**src/rtl/acq_cfg.svh**
```systemverilog
// offsets, field positions, reset values and timing counts for the queued converter front end
`ifndef ACQ_CFG_SVH
`define ACQ_CFG_SVH
// ------------------------------------------------------------
// host register indices
// ------------------------------------------------------------
`define ACQ_A_PUSH 2'h0
`define ACQ_A_QCTRL 2'h1
`define ACQ_A_STATUS 2'h2
`define ACQ_A_POP 2'h3
// ------------------------------------------------------------
// queue control and status fields
// ------------------------------------------------------------
`define ACQ_MODE_HI 7
`define ACQ_MODE_LO 4
`define ACQ_MODE_SINGLE_SW 4'h1
`define ACQ_SSE_BIT 10
`define ACQ_ST_DRAIN 0
`define ACQ_ST_EOQ 1
`define ACQ_ST_REFUSED 2
`define ACQ_ST_ACTIVE 3
// ------------------------------------------------------------
// command word fields
// ------------------------------------------------------------
`define ACQ_CW_EOQ 31
`define ACQ_CW_BN 25
`define ACQ_CW_RW 24
`define ACQ_CW_VAL_HI 23
`define ACQ_CW_VAL_LO 8
`define ACQ_CW_ADDR_HI 7
`define ACQ_CW_ADDR_LO 0
`define ACQ_CW_TAG_HI 23
`define ACQ_CW_TAG_LO 20
`define ACQ_CW_FMT 16
`define ACQ_CW_CH_HI 15
`define ACQ_CW_CH_LO 8
`define ACQ_CONV_ADDR 8'h00
// ------------------------------------------------------------
// converter internal register and timing
// ------------------------------------------------------------
`define ACQ_CREG_ADDR 8'h01
`define ACQ_CREG_RESET 16'h0000
`define ACQ_CREG_EN 15
`define ACQ_CREG_ODD 5
`define ACQ_CREG_PS_HI 4
`define ACQ_CREG_PS_LO 0
`define ACQ_CONV_TICKS 4'hE
`define ACQ_DEPTH 4
`endif

```
**src/rtl/acq_pkg.sv**
```systemverilog
// types shared by the queued converter front end
package acq_pkg;
  typedef enum logic [2:0] {
    ACQ_IDLE,
    ACQ_FETCH,
    ACQ_EXEC,
    ACQ_CONV,
    ACQ_RESULT,
    ACQ_DONE
  } acq_state_e;
endpackage

```
**src/rtl/acq_fifo.sv**
```systemverilog
// small in-order queue memory with registered read data
`timescale 1ns/1ps
`default_nettype none
module acq_fifo #(
  parameter int W = 32,
  parameter int D = 4,
  parameter int AW = 2
) (
  input wire logic core_clk,
  input wire logic resetn,
  input wire logic push,
  input wire logic [W-1:0] push_data,
  input wire logic pop,
  output logic [W-1:0] pop_data,
  output logic full,
  output logic empty,
  output logic [AW:0] count
);
  logic [W-1:0] mem [D];
  logic [AW-1:0] wptr_reg;
  logic [AW-1:0] rptr_reg;
  logic do_push;
  logic do_pop;

  // a push into a full queue or a pop from an empty one is ignored
  assign do_push = push && !full;
  assign do_pop = pop && !empty;
  // depth needs the extra count bit, a narrower cast would wrap it to zero
  assign full = (count == (AW+1)'(D));
  assign empty = (count == '0);

  // storage, no reset needed
  always_ff @(posedge core_clk) begin
    if (do_push) begin
      mem[wptr_reg] <= push_data;
    end
  end

  // pointers and fill level
  always_ff @(posedge core_clk or negedge resetn) begin
    if (!resetn) begin
      wptr_reg <= '0;
      rptr_reg <= '0;
      count <= '0;
    end else begin
      if (do_push) begin
        wptr_reg <= wptr_reg + 1'b1;
      end
      if (do_pop) begin
        rptr_reg <= rptr_reg + 1'b1;
      end
      count <= count + (AW+1)'(do_push) - (AW+1)'(do_pop);
    end
  end

  // oldest word leaves through a register
  always_ff @(posedge core_clk or negedge resetn) begin
    if (!resetn) begin
      pop_data <= '0;
    end else if (do_pop) begin
      pop_data <= mem[rptr_reg];
    end
  end
endmodule
`default_nettype wire

```
**src/rtl/acq_top.sv**
```systemverilog
// queued converter front end: command queue, converter 0 control, result queue
// Behaviour
// - converter clock is system clock over ratio
// - control register holds enable and prescale field
// - configuration word: eoq, buffer, rw, value, address
// - converter control register answers at address 1
// - queue control 0x0410 starts single software scan
// - end-of-queue command sets end of queue flag
// - status flags clear on written one only
// - conversion word: channel, tag, buffer, format, eoq
// - result entering queue sets drain flag
// - pop read returns and removes oldest result
`timescale 1ns/1ps
`default_nettype none
`include "acq_cfg.svh"
module acq_top (
  input wire logic core_clk,
  input wire logic resetn,
  input wire logic [1:0] host_addr,
  input wire logic host_wr,
  input wire logic host_rd,
  input wire logic [31:0] host_wdata,
  output logic [31:0] host_rdata,
  output logic host_rvalid,
  output logic converter_zero_enable,
  output logic conv_clk_tick,
  output logic conv_start,
  output logic [7:0] conv_channel,
  input wire logic [11:0] conv_data
);
  acq_pkg::acq_state_e state_reg;
  logic [15:0] ctrl_reg;
  logic [3:0] mode_reg;
  logic scan_active_reg;
  logic drain_flag_reg;
  logic eoq_flag_reg;
  logic refused_flag_reg;
  logic [6:0] div_cnt_reg;
  logic [6:0] ratio;
  logic [3:0] conv_cnt_reg;
  logic [15:0] res_val_reg;
  logic rd_q_reg;
  logic [1:0] rd_addr_q_reg;
  logic pop_hit_q_reg;
  logic cmd_push, cmd_pop, cmd_full, cmd_empty;
  logic [31:0] cmd_word;
  logic [2:0] cmd_count;
  logic res_push, res_pop, res_full, res_empty;
  logic [15:0] res_word;
  logic [2:0] res_count;
  logic ctrl_wr, start_req, is_conv, finish, status_wr;

  // ------------------------------------------------------------
  // queues
  // ------------------------------------------------------------
  acq_fifo #(.W(32), .D(`ACQ_DEPTH), .AW(2)) cmd_q (
    .core_clk(core_clk), .resetn(resetn), .push(cmd_push), .push_data(host_wdata),
    .pop(cmd_pop), .pop_data(cmd_word), .full(cmd_full), .empty(cmd_empty), .count(cmd_count)
  );
  acq_fifo #(.W(16), .D(`ACQ_DEPTH), .AW(2)) res_q (
    .core_clk(core_clk), .resetn(resetn), .push(res_push), .push_data(res_val_reg),
    .pop(res_pop), .pop_data(res_word), .full(res_full), .empty(res_empty), .count(res_count)
  );

  // ------------------------------------------------------------
  // host decode
  // ------------------------------------------------------------
  assign cmd_push = host_wr && (host_addr == `ACQ_A_PUSH);
  assign status_wr = host_wr && (host_addr == `ACQ_A_STATUS);
  assign res_pop = host_rd && (host_addr == `ACQ_A_POP);
  assign start_req = host_wr && (host_addr == `ACQ_A_QCTRL) && host_wdata[`ACQ_SSE_BIT]
    && (host_wdata[`ACQ_MODE_HI:`ACQ_MODE_LO] == `ACQ_MODE_SINGLE_SW);
  // one word at a time, head first
  assign cmd_pop = (state_reg == acq_pkg::ACQ_FETCH);
  assign is_conv = (cmd_word[`ACQ_CW_ADDR_HI:`ACQ_CW_ADDR_LO] == `ACQ_CONV_ADDR);
  // only buffer 0 write to address 1 reaches the control register
  assign ctrl_wr = (state_reg == acq_pkg::ACQ_EXEC) && !is_conv && !cmd_word[`ACQ_CW_BN]
    && !cmd_word[`ACQ_CW_RW] && (cmd_word[`ACQ_CW_ADDR_HI:`ACQ_CW_ADDR_LO] == `ACQ_CREG_ADDR);
  assign res_push = (state_reg == acq_pkg::ACQ_RESULT) && !res_full;
  assign finish = (state_reg == acq_pkg::ACQ_DONE);
  assign ratio = {1'b0, ctrl_reg[`ACQ_CREG_PS_HI:`ACQ_CREG_PS_LO], 1'b0} + 7'h02
    + {6'h00, ctrl_reg[`ACQ_CREG_ODD]};

  // mode field and scan activity
  always_ff @(posedge core_clk or negedge resetn) begin
    if (!resetn) begin
      mode_reg <= 4'h0;
      scan_active_reg <= 1'b0;
    end else begin
      if (host_wr && (host_addr == `ACQ_A_QCTRL)) begin
        mode_reg <= host_wdata[`ACQ_MODE_HI:`ACQ_MODE_LO];
      end
      if (finish && cmd_word[`ACQ_CW_EOQ]) begin
        scan_active_reg <= 1'b0;
      end else if (start_req) begin
        scan_active_reg <= 1'b1;
      end
    end
  end

  // status flags: hardware set wins over a written one
  always_ff @(posedge core_clk or negedge resetn) begin
    if (!resetn) begin
      drain_flag_reg <= 1'b0;
      eoq_flag_reg <= 1'b0;
      refused_flag_reg <= 1'b0;
    end else begin
      drain_flag_reg <= (drain_flag_reg && !(status_wr && host_wdata[`ACQ_ST_DRAIN])) || res_push;
      eoq_flag_reg <= (eoq_flag_reg && !(status_wr && host_wdata[`ACQ_ST_EOQ]))
        || (finish && cmd_word[`ACQ_CW_EOQ]);
      refused_flag_reg <= (refused_flag_reg && !(status_wr && host_wdata[`ACQ_ST_REFUSED]))
        || (cmd_push && cmd_full);
    end
  end

  // ------------------------------------------------------------
  // converter 0 control and clock divider
  // ------------------------------------------------------------
  // enable and prescale held here
  always_ff @(posedge core_clk or negedge resetn) begin
    if (!resetn) begin
      ctrl_reg <= `ACQ_CREG_RESET;
      converter_zero_enable <= 1'b0;
    end else begin
      if (ctrl_wr) begin
        ctrl_reg <= cmd_word[`ACQ_CW_VAL_HI:`ACQ_CW_VAL_LO];
      end
      converter_zero_enable <= ctrl_reg[`ACQ_CREG_EN];
    end
  end

  // one tick per ratio cycles, restarted on reprogram
  // divider free-runs so a disabled converter cannot hang the queue
  always_ff @(posedge core_clk or negedge resetn) begin
    if (!resetn) begin
      div_cnt_reg <= 7'h00;
      conv_clk_tick <= 1'b0;
    end else if (ctrl_wr) begin
      div_cnt_reg <= 7'h00;
      conv_clk_tick <= 1'b0;
    end else if (div_cnt_reg >= ratio - 7'h01) begin
      div_cnt_reg <= 7'h00;
      conv_clk_tick <= 1'b1;
    end else begin
      div_cnt_reg <= div_cnt_reg + 7'h01;
      conv_clk_tick <= 1'b0;
    end
  end

  // ------------------------------------------------------------
  // command engine
  // ------------------------------------------------------------
  always_ff @(posedge core_clk or negedge resetn) begin
    if (!resetn) begin
      state_reg <= acq_pkg::ACQ_IDLE;
      conv_cnt_reg <= 4'h0;
      res_val_reg <= 16'h0000;
      conv_start <= 1'b0;
      conv_channel <= 8'h00;
    end else begin
      conv_start <= 1'b0;
      case (state_reg)
        acq_pkg::ACQ_IDLE: begin
          if (scan_active_reg && !cmd_empty) begin
            state_reg <= acq_pkg::ACQ_FETCH;
          end
        end
        acq_pkg::ACQ_FETCH: begin
          state_reg <= acq_pkg::ACQ_EXEC;
        end
        acq_pkg::ACQ_EXEC: begin
          if (is_conv) begin
            conv_start <= !cmd_word[`ACQ_CW_BN];
            conv_channel <= cmd_word[`ACQ_CW_CH_HI:`ACQ_CW_CH_LO];
            conv_cnt_reg <= `ACQ_CONV_TICKS;
            state_reg <= acq_pkg::ACQ_CONV;
          end else if (cmd_word[`ACQ_CW_RW] && !cmd_word[`ACQ_CW_BN]) begin
            res_val_reg <= (cmd_word[`ACQ_CW_ADDR_HI:`ACQ_CW_ADDR_LO] == `ACQ_CREG_ADDR) ? ctrl_reg : 16'h0000;
            state_reg <= acq_pkg::ACQ_RESULT;
          end else begin
            state_reg <= acq_pkg::ACQ_DONE;
          end
        end
        acq_pkg::ACQ_CONV: begin
          if (conv_clk_tick) begin
            if (conv_cnt_reg == 4'h0) begin
              // unsigned, code shifted left two under two zero top bits; disabled converter yields zero
              res_val_reg <= converter_zero_enable ? {2'b00, conv_data, 2'b00} : 16'h0000;
              state_reg <= acq_pkg::ACQ_RESULT;
            end else begin
              conv_cnt_reg <= conv_cnt_reg - 4'h1;
            end
          end
        end
        acq_pkg::ACQ_RESULT: begin
          // full result queue stalls the engine, nothing dropped
          if (!res_full) begin
            state_reg <= acq_pkg::ACQ_DONE;
          end
        end
        acq_pkg::ACQ_DONE: begin
          state_reg <= acq_pkg::ACQ_IDLE;
        end
        default: begin
          state_reg <= acq_pkg::ACQ_IDLE;
        end
      endcase
    end
  end

  // ------------------------------------------------------------
  // host read path, two cycles for every register
  // ------------------------------------------------------------
  always_ff @(posedge core_clk or negedge resetn) begin
    if (!resetn) begin
      rd_q_reg <= 1'b0;
      rd_addr_q_reg <= 2'h0;
      pop_hit_q_reg <= 1'b0;
      host_rdata <= 32'h00000000;
      host_rvalid <= 1'b0;
    end else begin
      rd_q_reg <= host_rd;
      rd_addr_q_reg <= host_addr;
      pop_hit_q_reg <= res_pop && !res_empty;
      host_rvalid <= rd_q_reg;
      if (rd_q_reg) begin
        case (rd_addr_q_reg)
          `ACQ_A_QCTRL: host_rdata <= {21'h000000, scan_active_reg, 2'b00, mode_reg, 4'h0};
          `ACQ_A_STATUS: host_rdata <= {17'h00000, res_count, 1'b0, cmd_count, 4'h0,
            scan_active_reg, refused_flag_reg, eoq_flag_reg, drain_flag_reg};
          `ACQ_A_POP: host_rdata <= pop_hit_q_reg ? {16'h0000, res_word} : 32'h00000000;
          default: host_rdata <= 32'h00000000;
        endcase
      end
    end
  end

  logic [6:0] gap_reg;
  logic gap_ok_reg;
  always_ff @(posedge core_clk or negedge resetn) begin
    if (!resetn) begin
      gap_reg <= 7'h00;
      gap_ok_reg <= 1'b0;
    end else begin
      gap_reg <= conv_clk_tick ? 7'h01 : gap_reg + 7'h01;
      gap_ok_reg <= ctrl_wr ? 1'b0 : (gap_ok_reg || conv_clk_tick);
    end
  end
endmodule
`default_nettype wire

```
**config.mk**
```make
export PLATFORM = sky130hd
export DESIGN_NAME = acq_top
export DESIGN_NICKNAME = d
export VERILOG_FILES = /design/src/rtl/acq_pkg.sv /design/src/rtl/acq_fifo.sv /design/src/rtl/acq_top.sv
export VERILOG_INCLUDE_DIRS = /design/src /design/src/rtl
export SDC_FILE = /design/constraint.sdc
export NUM_CORES = 1
export LEC_CHECK = 0
export BUFFER_PORTS_ARGS = -buffer_cell sky130_fd_sc_hd__buf_2
export CORE_MARGIN = 3
export CORE_UTILIZATION = 55
export DETAILED_ROUTE_END_ITERATION = 7
export GPL_TIMING_DRIVEN = 1
export PLACE_DENSITY = 0.74
export SETUP_SLACK_MARGIN = 0.5
export SLEW_MARGIN = 15
export SYNTH_ARGS = -nofsm -noshare
export SYNTH_HDL_FRONTEND = slang
export SYNTH_SLANG_ARGS = --single-unit
```
**constraint.sdc**
```tcl
create_clock -name core_clk -period 5 [get_ports core_clk]
set_input_delay 0.75 -clock core_clk [delete_from_list [all_inputs] [get_ports core_clk]]
set_output_delay 0.75 -clock core_clk [all_outputs]
set_load 0.05 [all_outputs]
```
* Word-level counts from Yosys, hierarchy flattened *
Memories as Yosys holds them, arrays and structs flattened. A register that Yosys moved wholly into a read port is not among the register bits.
Cells that the tools add are included.

storage, ports and cells
  register bits after elaboration = 116
  output and inout port bits = 44
  word-level logic and storage cells = 148
  memory bits (writable) = 192
  bits of input ports = 50
  memories kept = 2

memories
  memory     words  width  rd ports  clocked after Yosys merged registers in  wr ports  RTL line        RTL
  cmd_q.mem  4      32     1         1                                        1         acq_fifo.sv:19  logic [W-1:0] mem [D];
  res_q.mem  4      16     1         1                                        1         acq_fifo.sv:19

cells by class
  reductions and logical operators = 52
  equality and inequality tests = 23
  add/subtract/negate cells = 13
  order comparisons = 1
  multiplexer cells = 32

operators with widths
  operator               count
  $mux W16               6
  $pmux W16 S3           1
  $pmux W16 S2           1
  $logic_and A1 B1 Y1    25
  $mux W3                5
  $pmux W3 S5            1
  $mux W14               1
  $mux W7                2
  $ne A2 B2 Y1 const B   7
  $eq A3 B3 Y1 const B   4
  $logic_not A1 Y1       12
  $mux W4                3
  $mux W1                11
  $logic_not A3 Y1       3
  $add A2 B1 Y2 const B  4
  $eq A2 B2 Y1 const B   4
  $eq A8 B1 Y1 const B   1
  $logic_not A8 Y1       1
  $pmux W4 S2            1
  $reduce_and A4 Y1      2
  $add A6 B2 Y7 const B  1
  $add A7 B1 Y7          1
  $add A7 B1 Y7 const B  1
  $ge A7 B7 Y1           1
  other kinds (15)       22

* Longest topological paths before layout *
Gate-level depths: netlist (run 1).

  word-level depth = 7
  gate-level depth with buffers = 9
  mapped depth without buffers = 7

* By module *
A second synthesis (run 1) with hierarchy kept.

unflattened totals
  cells, all modules = 882
  area total of the unflattened synthesis = 13754.4 um2

by module, submodules not included
  module            cells an instance  sequential area each (um2)  instances  area an instance (um2)
  acq_fifo (cmd_q)  338                4819.6                      1          6317.3
  acq_top           358                2152.1                      1          4072.7
  acq_fifo (res_q)  186                2497.4                      1          3364.5

* Least setup slack after synthesis (run 1) *
No wires, ideal clock.

  path type = input-to-reg
  start point = in host_rd
  end point = reg res_q.count[1]
  stages = 7
  data arrival time = 2.403 ns
  setup time = 0.135 ns
  setup slack = 2.462 ns
  path buffers = 1
  required time = 4.865 ns
  cell sequence = nand3_1 > nor2_1 > buf_2 > ha_1 > inv_1 > ha_1 > fa_1

on the way
  word-level cells in the longest chain between the ends = 3

ends and longest elaborated chain
  what                    RTL line        RTL
  from (decl)             acq_top.sv:21   input wire logic host_rd,
  $logic_and A1 B1 Y1     acq_top.sv:70   assign res_pop = host_rd && (host_addr == `ACQ_A_POP);
  $logic_and A1 B1 Y1     acq_fifo.sv:27  assign do_pop = pop && !empty;
  named net res_q.do_pop  acq_fifo.sv:23  logic do_pop;
  $sub A3 B1 Y3           acq_fifo.sv:52  count <= count + (AW+1)'(do_push) - (AW+1)'(do_pop);
  to (signal assigned)    acq_fifo.sv:52
  to (decl)               acq_fifo.sv:17  output logic [AW:0] count

The timed path passes the listed nets, and every way through them passes these cells.
A chain may end at the register's enable or synchronous reset.

* Worst setup path in the final report (run 1) *
  start point = reg state_reg[0]
  end point = mem res_q.mem[2][11] (netlist: res_q.mem[1][11]), enable pin

on the way
  word-level cells in the longest chain between the ends = 5

ends and longest elaborated chain
  what                           RTL line        RTL
  from (decl)                    acq_top.sv:31   acq_pkg::acq_state_e state_reg;
  from (signal assigned)         acq_top.sv:155  state_reg <= acq_pkg::ACQ_IDLE;
  from (signal assigned)         acq_top.sv:165  state_reg <= acq_pkg::ACQ_FETCH;
  from (signal assigned)         acq_top.sv:169  state_reg <= acq_pkg::ACQ_EXEC;
  $eq A3 B3 Y1                   acq_top.sv:79   assign res_push = (state_reg == acq_pkg::ACQ_RESULT) && !res_full;
  $logic_and A1 B1 Y1            acq_top.sv:79
  $logic_and A1 B1 Y1            acq_fifo.sv:26  assign do_push = push && !full;
  named net res_q.do_push        acq_fifo.sv:22  logic do_push;
  $mux W1                        acq_fifo.sv:34  if (do_push) begin
  $mux W1 (implied by the code)  acq_fifo.sv:35  mem[wptr_reg] <= push_data;
  to (decl)                      acq_fifo.sv:19

The timed path passes the listed nets, and every way through them passes these cells.

==> impl_results.md, run 1 <==
* Final #Nets at ~900
* Number of vias per cell at around 5.7
* Req. time, crit path at 5180 ps
* Final setup vio count at 0
* CTS tree: built
* Width of the die at approximately 160 um
* Synthesized flop and latch total at between 300 and 400
* RR Startpoint: state_reg[0]$_DFFE_PN0P_
* Max incr delay on CP at around 780 ps
* Port bufs at between 70 and 80
* Synth async-reset ratio at 0.454
* DRC violations left at 0
* CP max stage cell: and2_1
* RSZ-0062 raised after global routing: false
* Die Area at ~25000 um^2
* Crit Path Category: flop to flop
* CORE AREA at around 22000 um^2
* Reg2reg setup slack at between 2000 and 2500 ps
* Post-DP Area at 13200 um^2
* CP max FO at 16
* Slew Limit Fails at 0
* Power Dens Cells at 546 nW/um^2
* Share of layout cells above drive strength 1 at 0.324
* Initial antenna violation count at 0
* First-pass iteration count of the detailed router at 4
* CP endpoint kind: flop
* ANT nets after route at 0
* Cell area after layout at ~14000 um^2
* Largest regs: cmd_q.mem (108), res_q.mem (64), cmd_q.pop_data (27)
* Vias post-DR at between 6000 and 7000
* Max-cap violation count at 0
* Reg2Reg Depth at 4
* Inserted Clock Buffers at 31
* Final period utilization at 0.503
* Ys Warns at 0
* Peak Freq at ~400 MHz
* Mean post-synth cell area at between 15 and 20 um^2
* Largest net degree at the start of global routing at between 80 and 90
* HP Class: input pin to async pin
* # IOs at 94
* Setup WS pre-CTS at approximately 2400 ps
* Reg with most FFs: cmd_q.mem
* Clk_skew at 17.3 ps
* Antenna cells at 0
* CP Cell Sequence: nor2_1 > nand2_1 > a31oi_1 > and2_1
* H-tree Lvls at 1
* Hpwl dp at 15500 um
* # fillers at approximately 1500
* Rows at 54
* R2R Path End: res_q.mem[1][11]$_DFFE_PP_
* Root Buffer Master: clkbuf_16
* Height of the die at ~160 um
* Initial core utilization at 0.570
* P_leak at 5.68 nW
* Clock transition at the registers of the reported paths at around 70 ps
* GPL Wtd Cong at ~0.84
* Worst slew pin tran at ~1000 ps
* Routed len/inst at roughly 21 um
* Post-synthesis sequential area ratio at 0.693
* Gates resized, CTS repair at 0
* Synth Cell Area at approximately 13000 um^2
* GRT Util Overall at 0.191
* Max reg flops at around 110
* Cells after Synth at around 730
* Area grow syn2layout at 13.7%
* CP startpoint kind: flop
* Setup TNS at 0 ps
* Peak VDD IR at approximately 0.00029 V
* Placed insts at 1068
* Clock Tree Buf Depth at 3
* Most common cell after layout, fill and taps aside: edfxtp_1
* Cts hold-fix bufs at 0
* Synth Flop Type: edfxtp_1
* Number of global-route vias before repair at approximately 6800
* Post-CTS Setup Bufs at 0
* Hold Violations, Final at 0
* Clk_lat worst skew at 560 ps
* Worst rel slew slack at 0.308
* Status: complete, no violations
* Post-synth EDFFs at approximately 170
* WP data arrival at 2690 ps
* Distinct cell type count after synthesis at 54
* Most frequent cells in the layout: 172 x edfxtp_1, 141 x dfrtp_1, 85 x mux2_2
* GRT Residual Overflow at 0
* Drt initial violations at ~420
* Min cycle time layout at between 2000 and 3000 ps
* Final WL at 23200 um
* Non-Filler Instances at ~1100
* First-pass GRT wire length at about 37000 um
* PnR worst setup slack at around 2500 ps
* Critical path origin: state_reg[0]$_DFFE_PN0P_
* Worst setup path endpoint: res_q.mem[1][11]$_DFFE_PP_
* Clock sink total at 315
[synth_stat cells (2+ instances only)]
library cell  instances  area [um^2]
nor2b_1               2         12.5
and3_1                2         12.5
clkbuf_1             12         45.0
buf_1                 2         7.51
nor4_4                2         42.5
fa_1                  2         40.0
nor2_1               11         41.3
o21ai_0              18         90.1
mux4_2               43          968
xor2_1               11         96.3
nand4_1               3         18.8
ha_1                 23          288
xnor2_1              10         87.6
a22oi_1              13         97.6
buf_6                 3         33.8
nand2_1              29          109
edfxtp_1            172         5160
dfrtp_1             143         3580
a22o_1               12          105
mux2_2               85          957
nand3_1              11         55.1
buf_4                17          128
buf_2                 7         35.0
nand3b_1              2         15.0
nand2b_1              3         18.8
a31oi_1               2         12.5
nor3b_2               2         25.0
inv_1                37          139
a21oi_1               6         30.0
a21o_1                3         22.5
nor3_1               11         55.1
mux2i_1               4         40.0
and2_1                9         56.3
[area by class of cell]
| class | count | area (um^2) | area share |
|---|---|---|---|
| tap | 280 | 350 | 0.0244 |
| inverter | 37 | 139 | 0.00967 |
| timing repair buffer | 82 | 442 | 0.0308 |
| sequential | 315 | 8750 | 0.609 |
| clock buffer | 37 | 818 | 0.0570 |
| multi-input combinational | 354 | 3550 | 0.247 |
| clock inverter | 21 | 313 | 0.0218 |
[layer usage]
metal  part of all wire  global-route usage  up-vias
li1                   -                   -     2899
met1               0.42               0.251     3304
met2               0.51               0.327      160
met3              0.041              0.0327       50
met4              0.034              0.0649        0
met5                  0                   0        -
[metrics by stage]
stage	hold WS (ps)	util	total power, mW
after detailed placement	406	0.597	5.41
after global routing	293	0.648	8.22
after floorplan	352	-	4.89
final	251	0.648	7.84
after global placement	390	0.597	5.30
after CTS	265	0.648	7.93
[power by group]
group | internal (mW) | switching, mW | total, mW
combinational | 0.826 | 0.816 | 1.64
sequential | 3.22 | 0.480 | 3.70
clock | 1.54 | 0.964 | 2.50
[cell families after synthesis]
family | count (synthesis) | share of synthesized area
compound gates | 63 | 0.0350
simple gates | 97 | 0.0447
buf+inv | 79 | 0.0311
mux | 132 | 0.156
fa+ha+maj | 25 | 0.0260
flops | 315 | 0.693
other cells | 1 | 0.000297
xor+xnor | 21 | 0.0146
[critical path: cells and delay by family (launching register included)]
kind             cells  cell delay [ps]
AO/OA/AOI/OAI        1              660
flip-flops           1              470
AND/OR/NAND/NOR      3             1000
[worst min-delay path by stage]
stage	to	depth (start not counted)
final	host_rdata[3]$_DFFE_PN0P_	1
after global routing	rd_q_reg$_DFF_PN0_	1
after CTS	host_rdata[3]$_DFFE_PN0P_	1
after detailed placement	converter_zero_enable$_DFF_PN0_	0
after global placement	converter_zero_enable$_DFF_PN0_	0
after floorplan	host_rvalid$_DFF_PN0_	0
Note: power is estimated with default switching activity, not from simulation.
==> run 2, diff against run 1 <==
Settings changed: ABC_AREA set to 1.
Clock period 5 ns to 2.35 ns, I/O delays scaled along.
==> impl_results.md, run 2 <==
* Final setup vio count at 0
* Max reg flops at approximately 110
* Setup TNS at 0 ps
* Min cycle time layout at 1980 ps
* Final period utilization at 0.843
* Initial core utilization at 0.571
* Area share of xor/xnor cells in the synthesized design at 0.0113
* First-pass iteration count of the detailed router at 7
* Inserted Clock Buffers at 31
* Final hold slack at 26.3 ps
* WP data arrival at 2460 ps
* Die Area at about 26000 um^2
* Hold Violations, Final at 0
* CP max stage cell: dfrtp_1
* P_leak at between 6 and 7 nW
* Largest regs: cmd_q.mem (108), res_q.mem (64), cmd_q.pop_data (27)
* Root Buffer Master: clkbuf_16
* Drt initial violations at ~660
* ANT nets after route at 0
* Worst slew pin tran at 660 ps
* Req. time, crit path at roughly 2800 ps
* Complex-gate fraction of the synthesized area at 0.0889
* Finished Core Util at 0.666
* Most frequent cells in the layout: 214 x nand2_1, 182 x nor2_1, 172 x edfxtp_1
* CP endpoint kind: flop
* Pwr Total at around 18 mW
* First-pass GRT wire length at 43700 um
* Slew Limit Fails at 0
* Yosys top cell area share at 0.392
* Clk_skew at around 8 ps
* CP max FO at 7
* Synth top cells by count: 218 x nand2_1, 188 x nor2_1, 172 x edfxtp_1
* Largest net degree at the start of global routing at 72
* Synth Flop Type: edfxtp_1
* RSZ-0062 raised after global routing: true
* Post-DP Area at roughly 14000 um^2
* Clk_lat worst skew at approximately 550 ps
* Max incr delay on CP at 390 ps
* R2R Path End: div_cnt_reg[3]$_DFF_PN0_
* Placed insts at approximately 1600
* CTS tree: built
* CORE AREA at 23100 um^2
* Distinct cell type count after synthesis at 35
* GRT Residual Overflow at 0
* Reg2reg setup slack at 370 ps
* Antenna cells at 0
* Non-Filler Instances at 1702
* HP Class: input pin to flop
* Post-synth EDFFs at 172
* Critical path origin: ctrl_reg[5]$_DFFE_PN0N_
* Share of layout cells above drive strength 1 at 0.157
* Max-cap violation count at 0
* # fillers at 1696
* Most common cell in the netlist: nand2_1
* Peak VDD IR at around 0.00098 V
* DRC violations left at 0
* Peak Freq at around 500 MHz
* Setup WS pre-CTS at ~260 ps
* Synth Area in Simple Gates at 0.149
* Reg2Reg Depth at 13
* Number of global-route vias before repair at approximately 8700
* Rows at 55
* Synthesized flop and latch total at 315
* Worst setup path endpoint: div_cnt_reg[3]$_DFF_PN0_
* GPL Wtd Cong at approximately 0.8
* Number of vias per cell at roughly 5.3
* Routed len/inst at approximately 16 um
* Worst rel slew slack at 0.560
* Final WL at 26900 um
* Cell area after layout at approximately 15000 um^2
* Hpwl dp at around 17000 um
* Post-synthesis mux area share at 0.00171
* Ys Warns at 0
* Clock Tree Buf Depth at 3
* Height of the die at between 150 and 200 um
* Initial antenna violation count at 0
* Synth top area cells: edfxtp_1 39%, dfrtp_1 27%, o21ai_0 6.4%
* Adder-cell share of the synthesized area at 0.0249
* Mean post-synth cell area at roughly 11 um^2
* # IOs at 94
* Clock transition at the registers of the reported paths at approximately 60 ps
* Crit Path Category: flop to flop
* Clock sink total at about 320
* Synth Cell Area at roughly 13000 um^2
* Area grow syn2layout at 16.7%
* Synth area leader: edfxtp_1
* Port bufs at 72
* Main combinational cell family by area after synthesis: simple AND/OR/NAND/NOR gates
* Power Dens Cells at 1140 nW/um^2
* Post-synthesis sequential area ratio at 0.664
* PnR worst setup slack at roughly 370 ps
* Reg with most FFs: cmd_q.mem
* Width of the die at about 160 um
* Synth async-reset ratio at 0.454
* Most common cell after layout, fill and taps aside: nand2_1
* Status: complete, no violations
* Final #Nets at between 1000 and 1500
* H-tree Lvls at 1
* Vias post-DR at 8940
* RR Startpoint: ctrl_reg[5]$_DFFE_PN0N_
* Cells after Synth at 1253
* GRT Util Overall at 0.207
* CP Cell Sequence: inv_2 > nor3_4 > nand3_1 > xor2_1 > inv_1 > ha_4 > nand2_4 > inv_1 > a21oi_1 > nand2_1 > nor2_1 > nand2_2 > nor2_1
* CP startpoint kind: flop
==> run 2: cell families after synthesis <==
group	after synthesis
DFF	315
xor gates and xnor gates	17
muxes	2
other	1
and+or+nand+nor	483
AOI/OAI and AO/OA	228
adders and majority gates	25
buffers and inverters	182
==> run 2: routing by layer <==
metal | global-route usage | share of wire | wire, um
met1 | 0.275 | 0.43 | 11500
met4 | 0.0627 | 0.028 | 754
met2 | 0.358 | 0.50 | 13300
met3 | 0.0304 | 0.048 | 1290
met5 | 0 | 0 | 0
==> run 2: critical path: cells and delay by family, from the launching register on <==
family / cells / cell delay (ps)
buf+inv: 3 / 200
xor+xnor: 1 / 150
simple gates: 7 / 820
flops: 1 / 390
fa+ha+maj: 1 / 220
compound gates: 1 / 130
==> run 2: final cells by class <==
| type | count | area (um^2) | share of cell area |
|---|---|---|---|
| clock inverter | 20 | 181 | 0.0118 |
| timing repair buffer | 129 | 921 | 0.0600 |
| inverter | 116 | 438 | 0.0285 |
| clock buffer | 38 | 802 | 0.0522 |
| tap | 313 | 392 | 0.0255 |
| multi-input combinational | 771 | 3880 | 0.252 |
| sequential | 315 | 8750 | 0.570 |
==> run 2: power by group <==
part / switching [mW] / internal, mW / total, mW
Sequential: 0.478 / 6.79 / 7.27
Clock: 2.03 / 2.75 / 4.78
Combinational: 3.76 / 1.78 / 5.53
==> run 2: timing repair <==
| item | 4_1_cts | 5_1_grt |
|---|---|---|
| hold endpoints to repair | 111 | 0 |
| buffers inserted | 4 | 15 |
| gates cloned | 0 | 0 |
| gates resized for setup | 9 | 15 |
| pin swaps | 11 | 8 |
| hold buffers | 14 | 0 |
| setup endpoints to repair | 11 | 62 |
==> run 2: worst min path at each step <==
stage,startpoint,end,slack [ps],cells past startpoint
2_1_floorplan,resetn,cmd_q.count[0]$_DFF_PN0_,60,0
3_3_place_gp,ctrl_reg[15]$_DFFE_PN0N_,converter_zero_enable$_DFF_PN0_,400,0
3_5_place_dp,ctrl_reg[15]$_DFFE_PN0N_,converter_zero_enable$_DFF_PN0_,400,0
4_1_cts,host_wdata[23],cmd_q.mem[1][23]$_DFFE_PP_,3,1
5_1_grt,host_wdata[11],cmd_q.mem[0][11]$_DFFE_PP_,2,1
6_report,host_wdata[14],cmd_q.mem[3][14]$_DFFE_PP_,30,1
